$ cat config.mk
export PLATFORM = sky130hd
export DESIGN_NAME = pvl_lookup
export DESIGN_NICKNAME = d
export VERILOG_FILES = /design/src/include/pvl_pkg.sv /design/src/hdl/pvl_fifo.sv /design/src/hdl/pvl_lookup.sv
export SDC_FILE = /design/constraint.sdc
export NUM_CORES = 1
export LEC_CHECK = 0
export BUFFER_PORTS_ARGS = -buffer_cell sky130_fd_sc_hd__buf_2
export CORE_MARGIN = 3
export CORE_UTILIZATION = 35
export CTS_CLUSTER_DIAMETER = 120
export DETAILED_ROUTE_END_ITERATION = 8
export GPL_ROUTABILITY_DRIVEN = 0
export GPL_TIMING_DRIVEN = 0
export HOLD_SLACK_MARGIN = 0.05
export PLACE_DENSITY = 0.49
export SLEW_MARGIN = 20
export SYNTH_ARGS = -nofsm -noshare
export SYNTH_HDL_FRONTEND = slang
export SYNTH_HIERARCHICAL = 1
export SYNTH_SLANG_ARGS = --single-unit
$ cat constraint.sdc
create_clock -name mclk -period 8.35 [get_ports mclk]
set_input_delay 0.835 -clock mclk [delete_from_list [all_inputs] [get_ports mclk]]
set_output_delay 0.835 -clock mclk [all_outputs]
set_load 0.01 [all_outputs]
$ cat src/include/pvl_pkg.sv
// Package of constants and types for the palette video lookup path.
`default_nettype none
package pvl_pkg;
  localparam int PVL_ENTRIES = 16;
  localparam int PVL_IDX_W = 4;
  localparam int PVL_CH_W = 4;
  localparam int PVL_ENTRY_W = 13;
  localparam int PVL_FIFO_DEPTH = 16;
  localparam int PVL_FIFO_W = PVL_IDX_W + 1;
  // Field positions inside one palette entry.
  localparam int PVL_CA_LSB = 0;
  localparam int PVL_CB_LSB = 4;
  localparam int PVL_CC_LSB = 8;
  localparam int PVL_MARK_BIT = 12;
  // Values after reset.
  localparam logic [PVL_ENTRY_W-1:0] PVL_ENTRY_RST = 13'h0000;
  localparam logic [PVL_CH_W-1:0] PVL_DARK = 4'h0;
  typedef logic [PVL_ENTRY_W-1:0] pvl_entry_t;
endpackage
`default_nettype wire

$ cat src/hdl/pvl_fifo.sv
// Synchronous FIFO with valid and ready on both sides.
`timescale 1ns/10ps
`default_nettype none
module pvl_fifo
#(
  parameter int WIDTH = 5,
  parameter int DEPTH = 16
)
(
  input wire logic mclk,
  input wire logic nrst,
  input wire logic in_valid,
  output logic in_ready,
  input wire logic [WIDTH-1:0] in_data,
  output logic out_valid,
  input wire logic out_ready,
  output logic [WIDTH-1:0] out_data
);
  localparam int AW = $clog2(DEPTH);
  logic [WIDTH-1:0] mem [DEPTH];
  logic [AW-1:0] wr_ptr;
  logic [AW-1:0] rd_ptr;
  logic [AW:0] count;
  logic push;
  logic pop;

  assign in_ready = (count != (AW+1)'(DEPTH));
  assign out_valid = (count != '0);
  assign push = in_valid && in_ready;
  assign pop = out_valid && out_ready;
  assign out_data = mem[rd_ptr];

  always_ff @(posedge mclk or negedge nrst)
  begin
    if (!nrst)
    begin
      wr_ptr <= '0;
      rd_ptr <= '0;
      count <= '0;
    end
    else
    begin
      if (push)
        wr_ptr <= (wr_ptr == AW'(DEPTH-1)) ? '0 : wr_ptr + 1'b1;
      if (pop)
        rd_ptr <= (rd_ptr == AW'(DEPTH-1)) ? '0 : rd_ptr + 1'b1;
      count <= count + (AW+1)'(push) - (AW+1)'(pop);
    end
  end

  always_ff @(posedge mclk)
  begin
    if (push)
      mem[wr_ptr] <= in_data;
  end
endmodule
`default_nettype wire

$ cat src/hdl/pvl_lookup.sv
// Video side of the 16 entry colour palette: index capture and output.
`timescale 1ns/10ps
`default_nettype none
module pvl_lookup
  import pvl_pkg::*;
(
  input wire logic mclk,
  input wire logic nrst,
  input wire logic pix_valid,
  output logic pix_ready,
  input wire logic [PVL_IDX_W-1:0] pix_index,
  input wire logic blank_in,
  input wire logic select_high_in,
  input wire logic host_access_seen,
  input wire logic host_wr,
  input wire logic [PVL_IDX_W-1:0] host_index,
  input wire logic [PVL_ENTRY_W-1:0] host_wr_data,
  output logic [PVL_ENTRY_W-1:0] host_rd_data,
  output logic out_valid,
  input wire logic out_ready,
  output logic [PVL_CH_W-1:0] colour_a_out,
  output logic [PVL_CH_W-1:0] colour_b_out,
  output logic [PVL_CH_W-1:0] colour_c_out,
  output logic mark_out
);
  pvl_entry_t palette [PVL_ENTRIES];
  logic fifo_valid;
  logic [PVL_FIFO_W-1:0] fifo_data;
  logic advance;
  logic [PVL_IDX_W-1:0] colour_index;
  logic index_blank;
  logic index_valid;
  logic dark_hold;
  logic force_low;
  pvl_entry_t chosen;

  function automatic logic [PVL_CH_W-1:0] field(input pvl_entry_t e,
                                               input int lsb);
    field = e[lsb +: PVL_CH_W];
  endfunction

  pvl_fifo #(.WIDTH(PVL_FIFO_W), .DEPTH(PVL_FIFO_DEPTH)) u_fifo (
    .mclk(mclk),
    .nrst(nrst),
    .in_valid(pix_valid),
    .in_ready(pix_ready),
    .in_data({blank_in, pix_index}),
    .out_valid(fifo_valid),
    .out_ready(advance),
    .out_data(fifo_data)
  );

  // The pipe moves whenever the output stage is empty or being drained.
  assign advance = out_ready || !out_valid;
  assign chosen = palette[colour_index];
  // While the pipe moves, forcing is decided at the edge that loads the output stage, so a host
  // access that starts in the middle of a word darkens the next word.
  assign force_low = index_blank || select_high_in || dark_hold;
  assign host_rd_data = palette[host_index];

  // Palette storage shared with host writes.
  always_ff @(posedge mclk or negedge nrst)
  begin
    if (!nrst)
    begin
      for (int i = 0; i < PVL_ENTRIES; i++)
        palette[i] <= PVL_ENTRY_RST;
    end
    else if (host_wr)
    begin
      palette[host_index] <= host_wr_data;
    end
  end

  // Index and blank are latched together on the same edge. An empty FIFO
  // leaves the last index in place, so no unwritten storage is looked up.
  always_ff @(posedge mclk or negedge nrst)
  begin
    if (!nrst)
    begin
      colour_index <= '0;
      index_blank <= 1'b0;
      index_valid <= 1'b0;
    end
    else if (advance)
    begin
      index_valid <= fifo_valid;
      if (fifo_valid)
      begin
        colour_index <= fifo_data[PVL_IDX_W-1:0];
        index_blank <= fifo_data[PVL_IDX_W];
      end
    end
  end

  // Darkness after reset lasts until the host touches the device.
  always_ff @(posedge mclk or negedge nrst)
  begin
    if (!nrst)
      dark_hold <= 1'b1;
    else if (host_access_seen)
      dark_hold <= 1'b0;
  end

  // Output registers, loaded from the selected entry one period later.
  // A stall keeps the word, but select and dark hold still clear it.
  always_ff @(posedge mclk or negedge nrst)
  begin
    if (!nrst)
    begin
      colour_a_out <= PVL_DARK;
      colour_b_out <= PVL_DARK;
      colour_c_out <= PVL_DARK;
      mark_out <= 1'b0;
      out_valid <= 1'b0;
    end
    else if (advance)
    begin
      out_valid <= index_valid;
      if (force_low)
      begin
        colour_a_out <= PVL_DARK;
        colour_b_out <= PVL_DARK;
        colour_c_out <= PVL_DARK;
        mark_out <= 1'b0;
      end
      else
      begin
        colour_a_out <= field(chosen, PVL_CA_LSB);
        colour_b_out <= field(chosen, PVL_CB_LSB);
        colour_c_out <= field(chosen, PVL_CC_LSB);
        mark_out <= chosen[PVL_MARK_BIT];
      end
    end
    else if (select_high_in || dark_hold)
    begin
      colour_a_out <= PVL_DARK;
      colour_b_out <= PVL_DARK;
      colour_c_out <= PVL_DARK;
      mark_out <= 1'b0;
    end
  end
endmodule
`default_nettype wire

* Word-level counts from Yosys, hierarchy flattened
Memories as Yosys holds them, arrays and structs flattened. A register that Yosys moved wholly into a read port is not among the register bits.
Index checks and enable logic that the tools add are counted.
** Storage, ports and cells
- Bits in registers :: 237
- RAM bits :: 80
- Bits of input ports :: 29
- Output and inout bits :: 28
- Logic and storage cells :: 74
- Memories :: 1
** Cells by class
- Add/sub/neg operators :: 4
- $lt $le $gt $ge :: 3
- Eq/ne operators :: 3
- Muxes and demuxes :: 23
- Bitwise operators :: 2
- Reduce and logical (&&, ||, !) cells :: 12
** Memories
- u_fifo.mem :: words 16, width 5, rd ports 1, clocked after memory_dff 1, write ports 1, RTL line pvl_fifo.sv:20 : logic [WIDTH-1:0] mem [DEPTH];
** Operator list (number)
- 208-bit bitwise mux :: 1
- 13-bit binary-select mux with 4-bit select :: 2
- 13-bit 2-to-1 mux :: 5
- 13-bit demux with 4-bit select :: 1
- 4-bit 2-to-1 mux :: 9
- 5-bit greater-or-equal comparator, second input constant :: 2
- 4-bit inverter with 5-bit output :: 2
- 4-bit by 1-bit adder with 4-bit output, second input constant :: 2
- 4-bit equality test, second input constant :: 2
- 5-bit by 1-bit adder with 5-bit output :: 1
- 5-bit by 1-bit less-than comparator with 1-bit output, second input constant :: 1
- 1-bit 2-to-1 mux :: 5
- 5-bit != test, second input constant :: 1
- 5-bit nonzero test :: 1
- 5-bit by 1-bit subtractor with 5-bit output :: 1
- 1-bit logical OR :: 4
- 1-bit logical AND :: 3
- 1-bit logical NOT :: 2
- 2-bit AND reduction :: 1
- 2-bit nonzero test :: 1

* Logic depth before layout (Yosys ltp)
Gate-level depths: netlist (run 1).
- Word-level depth :: 6
- Depth in mapped cells :: 16
- Depth with buffers taken out :: 14

* By module
The synthesis (run 1) kept the hierarchy.
** By module, submodules not included
- pvl_lookup :: times used 1, cells each 714, area an instance 11763.8 µm², seq. area each 5731.7 µm²
- pvl_fifo :: times used 1, cells each 240, area an instance 3972.6 µm², seq. area each 2727.6 µm²

* Least setup slack after synthesis (run 1)
OpenSTA, ideal clock, no wires.
- Path kind :: input to output
- Start :: input port host_index[1]
- End :: output port host_rd_data[10]
- Arrival time :: 2.188 ns
- Data required time :: 7.515 ns
- Slack :: 5.327 ns
- Cell stages on the path :: 4
- Buffers on the path :: 2
- Cells stage by stage :: buf_2 > clkbuf_1 > mux4_2 > mux4_2
** Between the ends
- Word-level cells in the longest chain between the ends :: 4
** RTL lines
- start, declared :: RTL line pvl_lookup.sv:16 : input wire logic [PVL_IDX_W-1:0] host_index,
- 4-bit inverter with 5-bit output (implied by the code) :: RTL line pvl_lookup.sv:59 : assign host_rd_data = palette[host_index];
- 13-bit binary-select mux with 4-bit select :: RTL line pvl_lookup.sv:59
- 13-bit 2-to-1 mux (implied by the code) (2 in series) :: RTL line pvl_lookup.sv:59
- end, declared :: RTL line pvl_lookup.sv:18 : output logic [PVL_ENTRY_W-1:0] host_rd_data,
Every way passes these cells. The select of a mux whose other input is x is not followed.

* Worst setup path in the final report (run 1)
- Start :: input port host_index[1]
- End :: output port host_rd_data[7]
The elaborated chain is that of the path after synthesis.

==> flow_summary.json, run 1 <==
{
  "synthXorXnorAreaFrac_pct": 0.334,
  "fmax_mhz": 246,
  "slew_viol_final": 0,
  "critPathBufInv": 4,
  "synthCells": 954,
  "path_cells": "buf_2, buf_2, buf_1, mux4_2, mux4_2, buf_2",
  "seq_area_frac_synth_pct": 53.8,
  "ctsHoldBuffers": 0,
  "synthFlopType": "dfrtp_1",
  "grt.total_usage_pct": 20.1,
  "yosysMostFrequentCell": "dfrtp_1",
  "required_ns": 7.52,
  "grt_pass1_wl_um": 68700,
  "status": "finished, final reports clean",
  "vdd_ir_drop_max_mv": 0.157,
  "r2r-end": "u_fifo/count[4]",
  "yosys.area_share.simple_pct": 2.83,
  "via_count": 9251,
  "synth_nets": 995,
  "fin_nets": 1096,
  "r2r-start": "u_fifo/count[3]",
  "ys_warn_count": 6,
  "synth.distinct_cells": 48,
  "synth_top_area_share_pct": 38.3,
  "crit_slowest_cell": "buf_1",
  "powerDensity_nw_per_um2": 319,
  "num_rows": 77,
  "cts_buffers": 40,
  "boundaryPins": 57,
  "cts_tree": "built",
  "h-tree-depth": 2,
  "crit_path_max_fanout": 10,
  "hpwl_um": 29700,
  "p_clk_share_pct": 29.3,
  "end_kind": "output port",
  "cts.clk_slew.worst_paths_ns": 0.06,
  "start_util_pct": 35.5,
  "clk_latency_ns": 0.57,
  "async_reset_ff_share_pct": 75.2,
  "cts_resized": 0,
  "crit_family": "buffers and inverters",
  "antenna_found_initial": 0,
  "placed_area_sq_um": 16900,
  "synth_mux_area_share_pct": 36.6,
  "ant_nets": 0,
  "switching_share_pct": 32.0,
  "drc": 0,
  "slew-limit-headroom_pct": 18.5,
  "finalPower_mw": 5.77,
  "synthAdderAreaFrac_pct": 1.00,
  "port_buffers": 56,
  "final_util_pct": 40.9,
  "hold_viol": 0,
  "rsz0062_at_grt": "no",
  "area.growth.synth_to_final_pct": 15.2,
  "seqPwrFrac_pct": 37.8,
  "dieArea_sq_um": 47500,
  "critPathLaunchType": "input port",
  "power_leakage_nw": 7.33,
  "reg2regPathDepth": 16,
  "comb_power_share_pct": 32.9,
  "reg2reg_slack_ns": 5.24,
  "maxCapViolations": 0,
  "skew_ns": 0.0189,
  "yosys-top-cells-area": "dfrtp_1, mux4_2, edfxtp_1, mux2_1, mux2_2",
  "tightest_slew_ns": 1.21,
  "holdWs_ns": 0.167,
  "yosys-top-cells-count": "dfrtp_1, mux4_2, mux2_1",
  "clk_path_buf_depth": 3,
  "synth-seq-cells": 322,
  "synth_area_sq_um": 15700,
  "crit_type": "in -> out",
  "first_pass_iters": 5,
  "cts_root_buf": "clkbuf_16",
  "core_sq_um": 44300,
  "p_int_mw": 3.92,
  "antenna_cells": 0,
  "synth.avg_cell_area_sq_um": 16.5,
  "totalWireLength_um": 46500,
  "fin_area_sq_um": 18100,
  "drive_above_1_share_pct": 37.9,
  "fillers": 4113,
  "die_x_um": 218,
  "wl_per_cell_um": 27.7,
  "min_path_type": "in -> async",
  "path_common_cell": "buf_2",
  "period_needed_ns": 4.07,
  "synth_compound_gate_area_share_pct": 2.47,
  "synth_edf_count": 80,
  "grt_max_degree": 74,
  "die_h_um": 218,
  "synth_top_family_by_area": "multiplexers",
  "fin_tns_setup_ns": 0,
  "post-cts-setup-buffers": 0,
  "cpPeakStageDelay_ns": 0.91,
  "finalSetupViolCount": 0,
  "grt_pass1_vias": 9633,
  "yosys.area.top_type": "dfrtp_1",
  "switching_power_mw": 1.85,
  "finalCritPeriodShare_pct": 48.8,
  "gr-total-overflow": 0,
  "drt-vias-per-instance": 5.52,
  "clock-sinks": 322,
  "cp.arrival_ns": 3.24,
  "drt_iter0_drc": 754
}
==> cell families (layout without fill, tap and decap cells) <==
logic type	Yosys count	after routing
adder cells (fa/ha/maj)	12	12
multiplexers	388	388
buffers and inverters	93	222
flip-flops	322	322
AO/OA/AOI/OAI	58	58
AND/OR/NAND/NOR	75	75
XOR/XNOR	6	6
==> cell usage in the layout (no fill, tap or decap), types with 6 or more instances in the layout <==
cell         n
a221oi_1    10
a22oi_1     18
and3_1       7
buf_2       83
buf_4       11
buf_6        6
clkbuf_1    44
clkbuf_16   40
clkbuf_8     6
dfrtp_1    241
edfxtp_1    80
ha_1        11
inv_1       13
mux2_1     115
mux2_2     111
mux2i_1     33
mux4_2     127
nand2_1     17
nand3_1      6
nor2_1       9
o21ai_0      8
o21ai_1     13
==> flip-flops by register name (all words and copies together) (netlist names), 4 cells and up <==
name / flops
u_fifo/rd_ptr: 4
colour_index: 4
u_fifo/mem: 80
colour_b_out: 4
colour_c_out: 4
palette: 208
u_fifo/count: 5
u_fifo/wr_ptr: 4
colour_a_out: 4
==> power by group through the flow <==
stage	Clock [mW]	Sequential, mW	Combinational, mW
3_3_place_gp	0	2.20	1.90
4_1_cts	1.73	2.18	1.92
6_report	1.69	2.18	1.90
2_1_floorplan	0	2.13	1.36
3_5_place_dp	0	2.21	1.91
5_1_grt	1.80	2.23	2.05
==> routing by layer <==
metal	vias up	routed length, um	part of all wire (%)	global-route usage (%)
li1	3922	-	-	-
met1	5025	21100	45	28.2
met2	224	21700	47	31.6
met3	80	2370	5.1	3.90
met4	0	1320	2.8	6.46
met5	-	0	0	0
==> how the worst max path moves through the flow <==
stage,startpoint,to,slack (ns),depth (start not counted)
floorplan,host_index[1],host_rd_data[10],5.33,4
global placement,nrst,u_fifo/wr_ptr[0],1.64,1
detailed placement,host_index[1],host_rd_data[11],4.30,6
CTS,host_index[1],host_rd_data[7],4.31,6
global route,host_index[1],host_rd_data[7],4.28,6
finish,host_index[1],host_rd_data[7],4.28,6
==> metrics by stage <==
step                      instances  setup slack, ns
after detailed placement       1605             4.30
final                          1675             4.28
after global routing           1675             4.28
after floorplan                 954             5.33
after global placement         1602             1.64
after CTS                      1675             4.31
==> worst register-to-register path: stages, from the launching register on <==
cell and delay (ns):
dfrtp_1 0.36, inv_1 0.07, ha_1 0.19, nand4bb_1 0.13
and2_1 0.17, clkbuf_1 0.30, clkbuf_1 0.33, inv_1 0.11
ha_1 0.30, inv_1 0.05, ha_1 0.16, inv_1 0.05
fa_1 0.40, inv_1 0.07, a21oi_1 0.07, o21bai_1 0.16
xnor2_1 0.13
==> area by class of cell <==
cell class / count / area [sq um] / area share, %
plain buffers: 80 / 423 / 2.33
clock buffers: 59 / 1130 / 6.25
clock inverters: 11 / 134 / 0.739
inverters: 13 / 48.8 / 0.269
multi-input cells: 539 / 6810 / 37.6
flip-flops and latches: 322 / 8460 / 46.7
well taps: 592 / 741 / 4.09
repair buffers: 59 / 373 / 2.06
Note: power is estimated with default switching activity, not from simulation.
==> run 2: changes to the inputs <==
--- a/config.mk
+++ b/config.mk
@@ -5,6 +5,7 @@
 export SDC_FILE = /design/constraint.sdc
 export NUM_CORES = 1
 export LEC_CHECK = 0
+export ABC_AREA = 1
 export BUFFER_PORTS_ARGS = -buffer_cell sky130_fd_sc_hd__buf_2
 export CORE_MARGIN = 3
 export CORE_UTILIZATION = 35
==> constraint.sdc (replaced) <==
create_clock -name mclk -period 4.1 [get_ports mclk]
set_input_delay 0.41 -clock mclk [delete_from_list [all_inputs] [get_ports mclk]]
set_output_delay 0.41 -clock mclk [all_outputs]
set_load 0.01 [all_outputs]
==> flow_summary.json, run 2 <==
{
  "mostFrequentLayoutCells": "nand2_1, dfrtp_1, nand3_1",
  "core_sq_um": 44800,
  "finalCritPeriodShare_pct": 78.3,
  "post-cts-setup-buffers": 0,
  "hpwl_um": 47100,
  "synth_edf_count": 80,
  "grt_pass1_vias": 14400,
  "die_h_um": 220,
  "reg.largest.list": "palette x208, u_fifo/mem x80, u_fifo/count x5",
  "synth_nets": 2094,
  "skew_ns": 0.0304,
  "switching_power_mw": 5.28,
  "seq_area_frac_synth_pct": 52.6,
  "cp-startpoint": "host_index[1]",
  "powerDensity_nw_per_um2": 687,
  "reg2regPathDepth": 13,
  "yosys-top-cells-count": "nand2_1, dfrtp_1, nand3_1",
  "cts_tree": "built",
  "drive_above_1_share_pct": 8.38,
  "synth_top_area_share_pct": 37.5,
  "fin_nets": 2196,
  "async_reset_ff_share_pct": 75.2,
  "boundaryPins": 57,
  "hp-start": "host_wr_data[2]",
  "first_pass_iters": 8,
  "synth.distinct_cells": 31,
  "slew-limit-headroom_pct": 19.5,
  "synth-seq-cells": 322,
  "cts.clk_slew.worst_paths_ns": 0.06,
  "status": "finished, final reports clean",
  "h-tree-depth": 2,
  "slew_viol_final": 0,
  "crit_type": "in -> out",
  "drt_iter0_drc": 1751,
  "period_needed_ns": 3.21,
  "finalSetupViolCount": 0,
  "rsz0062_at_grt": "no",
  "end_kind": "output port",
  "synth_area_sq_um": 16100,
  "die_x_um": 220,
  "holdWs_ns": 0.0981,
  "num_rows": 77,
  "synth.avg_cell_area_sq_um": 7.84,
  "synthFlopType": "dfrtp_1",
  "yosysMostFrequentCell": "nand2_1",
  "clk_latency_ns": 0.56,
  "antenna_cells": 0,
  "clk_path_buf_depth": 3,
  "reg2reg_slack_ns": 1.36,
  "largest_reg_flops": 208,
  "stdcell_count": 2776,
  "grt_pass1_wl_um": 95300,
  "cp.arrival_ns": 2.80,
  "grt.total_usage_pct": 26.9,
  "drt-vias-per-instance": 5.39,
  "yosys.area.top_type": "dfrtp_1",
  "area.growth.synth_to_final_pct": 15.2,
  "min_path_type": "in -> reg",
  "critPathLaunchType": "input port",
  "vdd_ir_drop_max_mv": 0.382,
  "ant_nets": 0,
  "r2r-start": "u_fifo/count[1]",
  "switching_share_pct": 41.4,
  "maxCapViolations": 0,
  "r2r-end": "u_fifo/count[4]",
  "grt_max_degree": 92,
  "cts_root_buf": "clkbuf_16",
  "power_leakage_nw": 8.66,
  "seqPwrFrac_pct": 35.2,
  "ys_warn_count": 6,
  "start_util_pct": 35.9,
  "finalPower_mw": 12.7,
  "via_count": 15000,
  "cts_buffers": 39,
  "totalWireLength_um": 64700,
  "crit_path_max_fanout": 10,
  "clock-sinks": 322,
  "p_clk_share_pct": 28.3,
  "port_buffers": 56,
  "tightest_slew_ns": 1.21,
  "yosys-top-cells-area": "dfrtp_1, nand2_1, edfxtp_1, nand3_1, o21ai_0",
  "synthCells": 2053,
  "p_int_mw": 7.47,
  "antenna_found_initial": 1,
  "gr-total-overflow": 0,
  "dieArea_sq_um": 48600,
  "comb_power_share_pct": 36.5,
  "hold_viol": 0,
  "wl_per_cell_um": 23.3,
  "placedCellCount": 2703,
  "final_common_cell": "nand2_1",
  "crit_end": "host_rd_data[12]",
  "drc": 0,
  "required_ns": 3.69,
  "regMostFlops": "palette",
  "final_util_pct": 41.4,
  "fmax_mhz": 311
}
[run 2: cell types whose count changed in the layout (fill, tap and decap cells not counted), moves of 48 or more]
| cell | delta |
|---|---|
| nor2_1 | +110 |
| mux4_2 | -127 |
| o21ai_0 | +155 |
| nand2_1 | +792 |
| inv_1 | +101 |
| clkbuf_1 | +48 |
| nand3_1 | +190 |
| mux2_2 | -110 |
| mux2_1 | -115 |
| a21oi_1 | +63 |
[run 2: layout make-up]
type	instances	area, sq um
Inverter	128	480
Multi-Input combinational cell	1479	6610
Buffer	124	543
Timing Repair Buffer	61	380
Clock inverter	18	236
Clock buffer	52	1090
Sequential cell	322	8460
Fill cell	4635	26300
Tap cell	592	741
[run 2: timing repair]
| item | 4_1_cts | 5_1_grt |
|---|---|---|
| gates resized for setup | 0 | 0 |
| hold endpoints to repair | 66 | 0 |
| hold buffers | 2 | 0 |
[run 2: kinds of logic (layout without fill, tap and decap cells)]
kind of cell,count (synthesis),after routing,share of synthesized area [%]
mux,1,1,0.0700
flops,322,322,52.6
simple gates,1156,1156,29.4
buf+inv,252,383,6.34
xor+xnor,3,3,0.163
fa+ha+maj,12,12,0.980
compound gates,307,307,10.5
[run 2: worst max-delay path: stages]
cell      delay, ns
buf_2          0.16
nor2_1         0.56
clkbuf_1       0.73
nand2_1        0.10
o21ai_0        0.15
o21ai_0        0.19
nand2_1        0.15
inv_1          0.05
nand2_1        0.13
buf_2          0.16
[run 2: worst min path at each step]
stage / to / slack (ns) / depth (start not counted)
after floorplan: colour_a_out[0] / 0.11 / 0
after global placement: dark_hold / 0.44 / 2
after detailed placement: palette[104] / 0.42 / 1
after CTS: palette[119] / 0.07 / 3
after global routing: palette[131] / 0.13 / 3
final: palette[119] / 0.1 / 3
[run 2: per-stage QoR]
| step | cell area, sq um | setup WS, ns | TNS (ns) |
|---|---|---|---|
| 6_report | 18500 | 0.889 | 0 |
| 5_1_grt | 18500 | 0.874 | 0 |
| 4_1_cts | 18500 | 1.06 | 0 |
| 3_5_place_dp | 17200 | 1.06 | 0 |
| 3_3_place_gp | 17100 | -2.02 | -479.66 |
| 2_1_floorplan | 16100 | 1.84 | 0 |
[run 2: power by group through the flow]
stage	Sequential [mW]	Clock [mW]	Combinational (mW)
after floorplan	4.35	0	2.84
after global placement	4.51	0	4.53
after detailed placement	4.51	0	4.57
after CTS	4.47	3.68	4.58
after global routing	4.56	3.81	5.11
final	4.49	3.61	4.65
[run 2: routing by layer]
| metal | part of all wire (%) | GRT usage (%) |
|---|---|---|
| met1 | 42 | 35.9 |
| met2 | 44 | 41.2 |
| met3 | 8.1 | 5.03 |
| met4 | 6.3 | 15.5 |
| met5 | 0 | 0 |
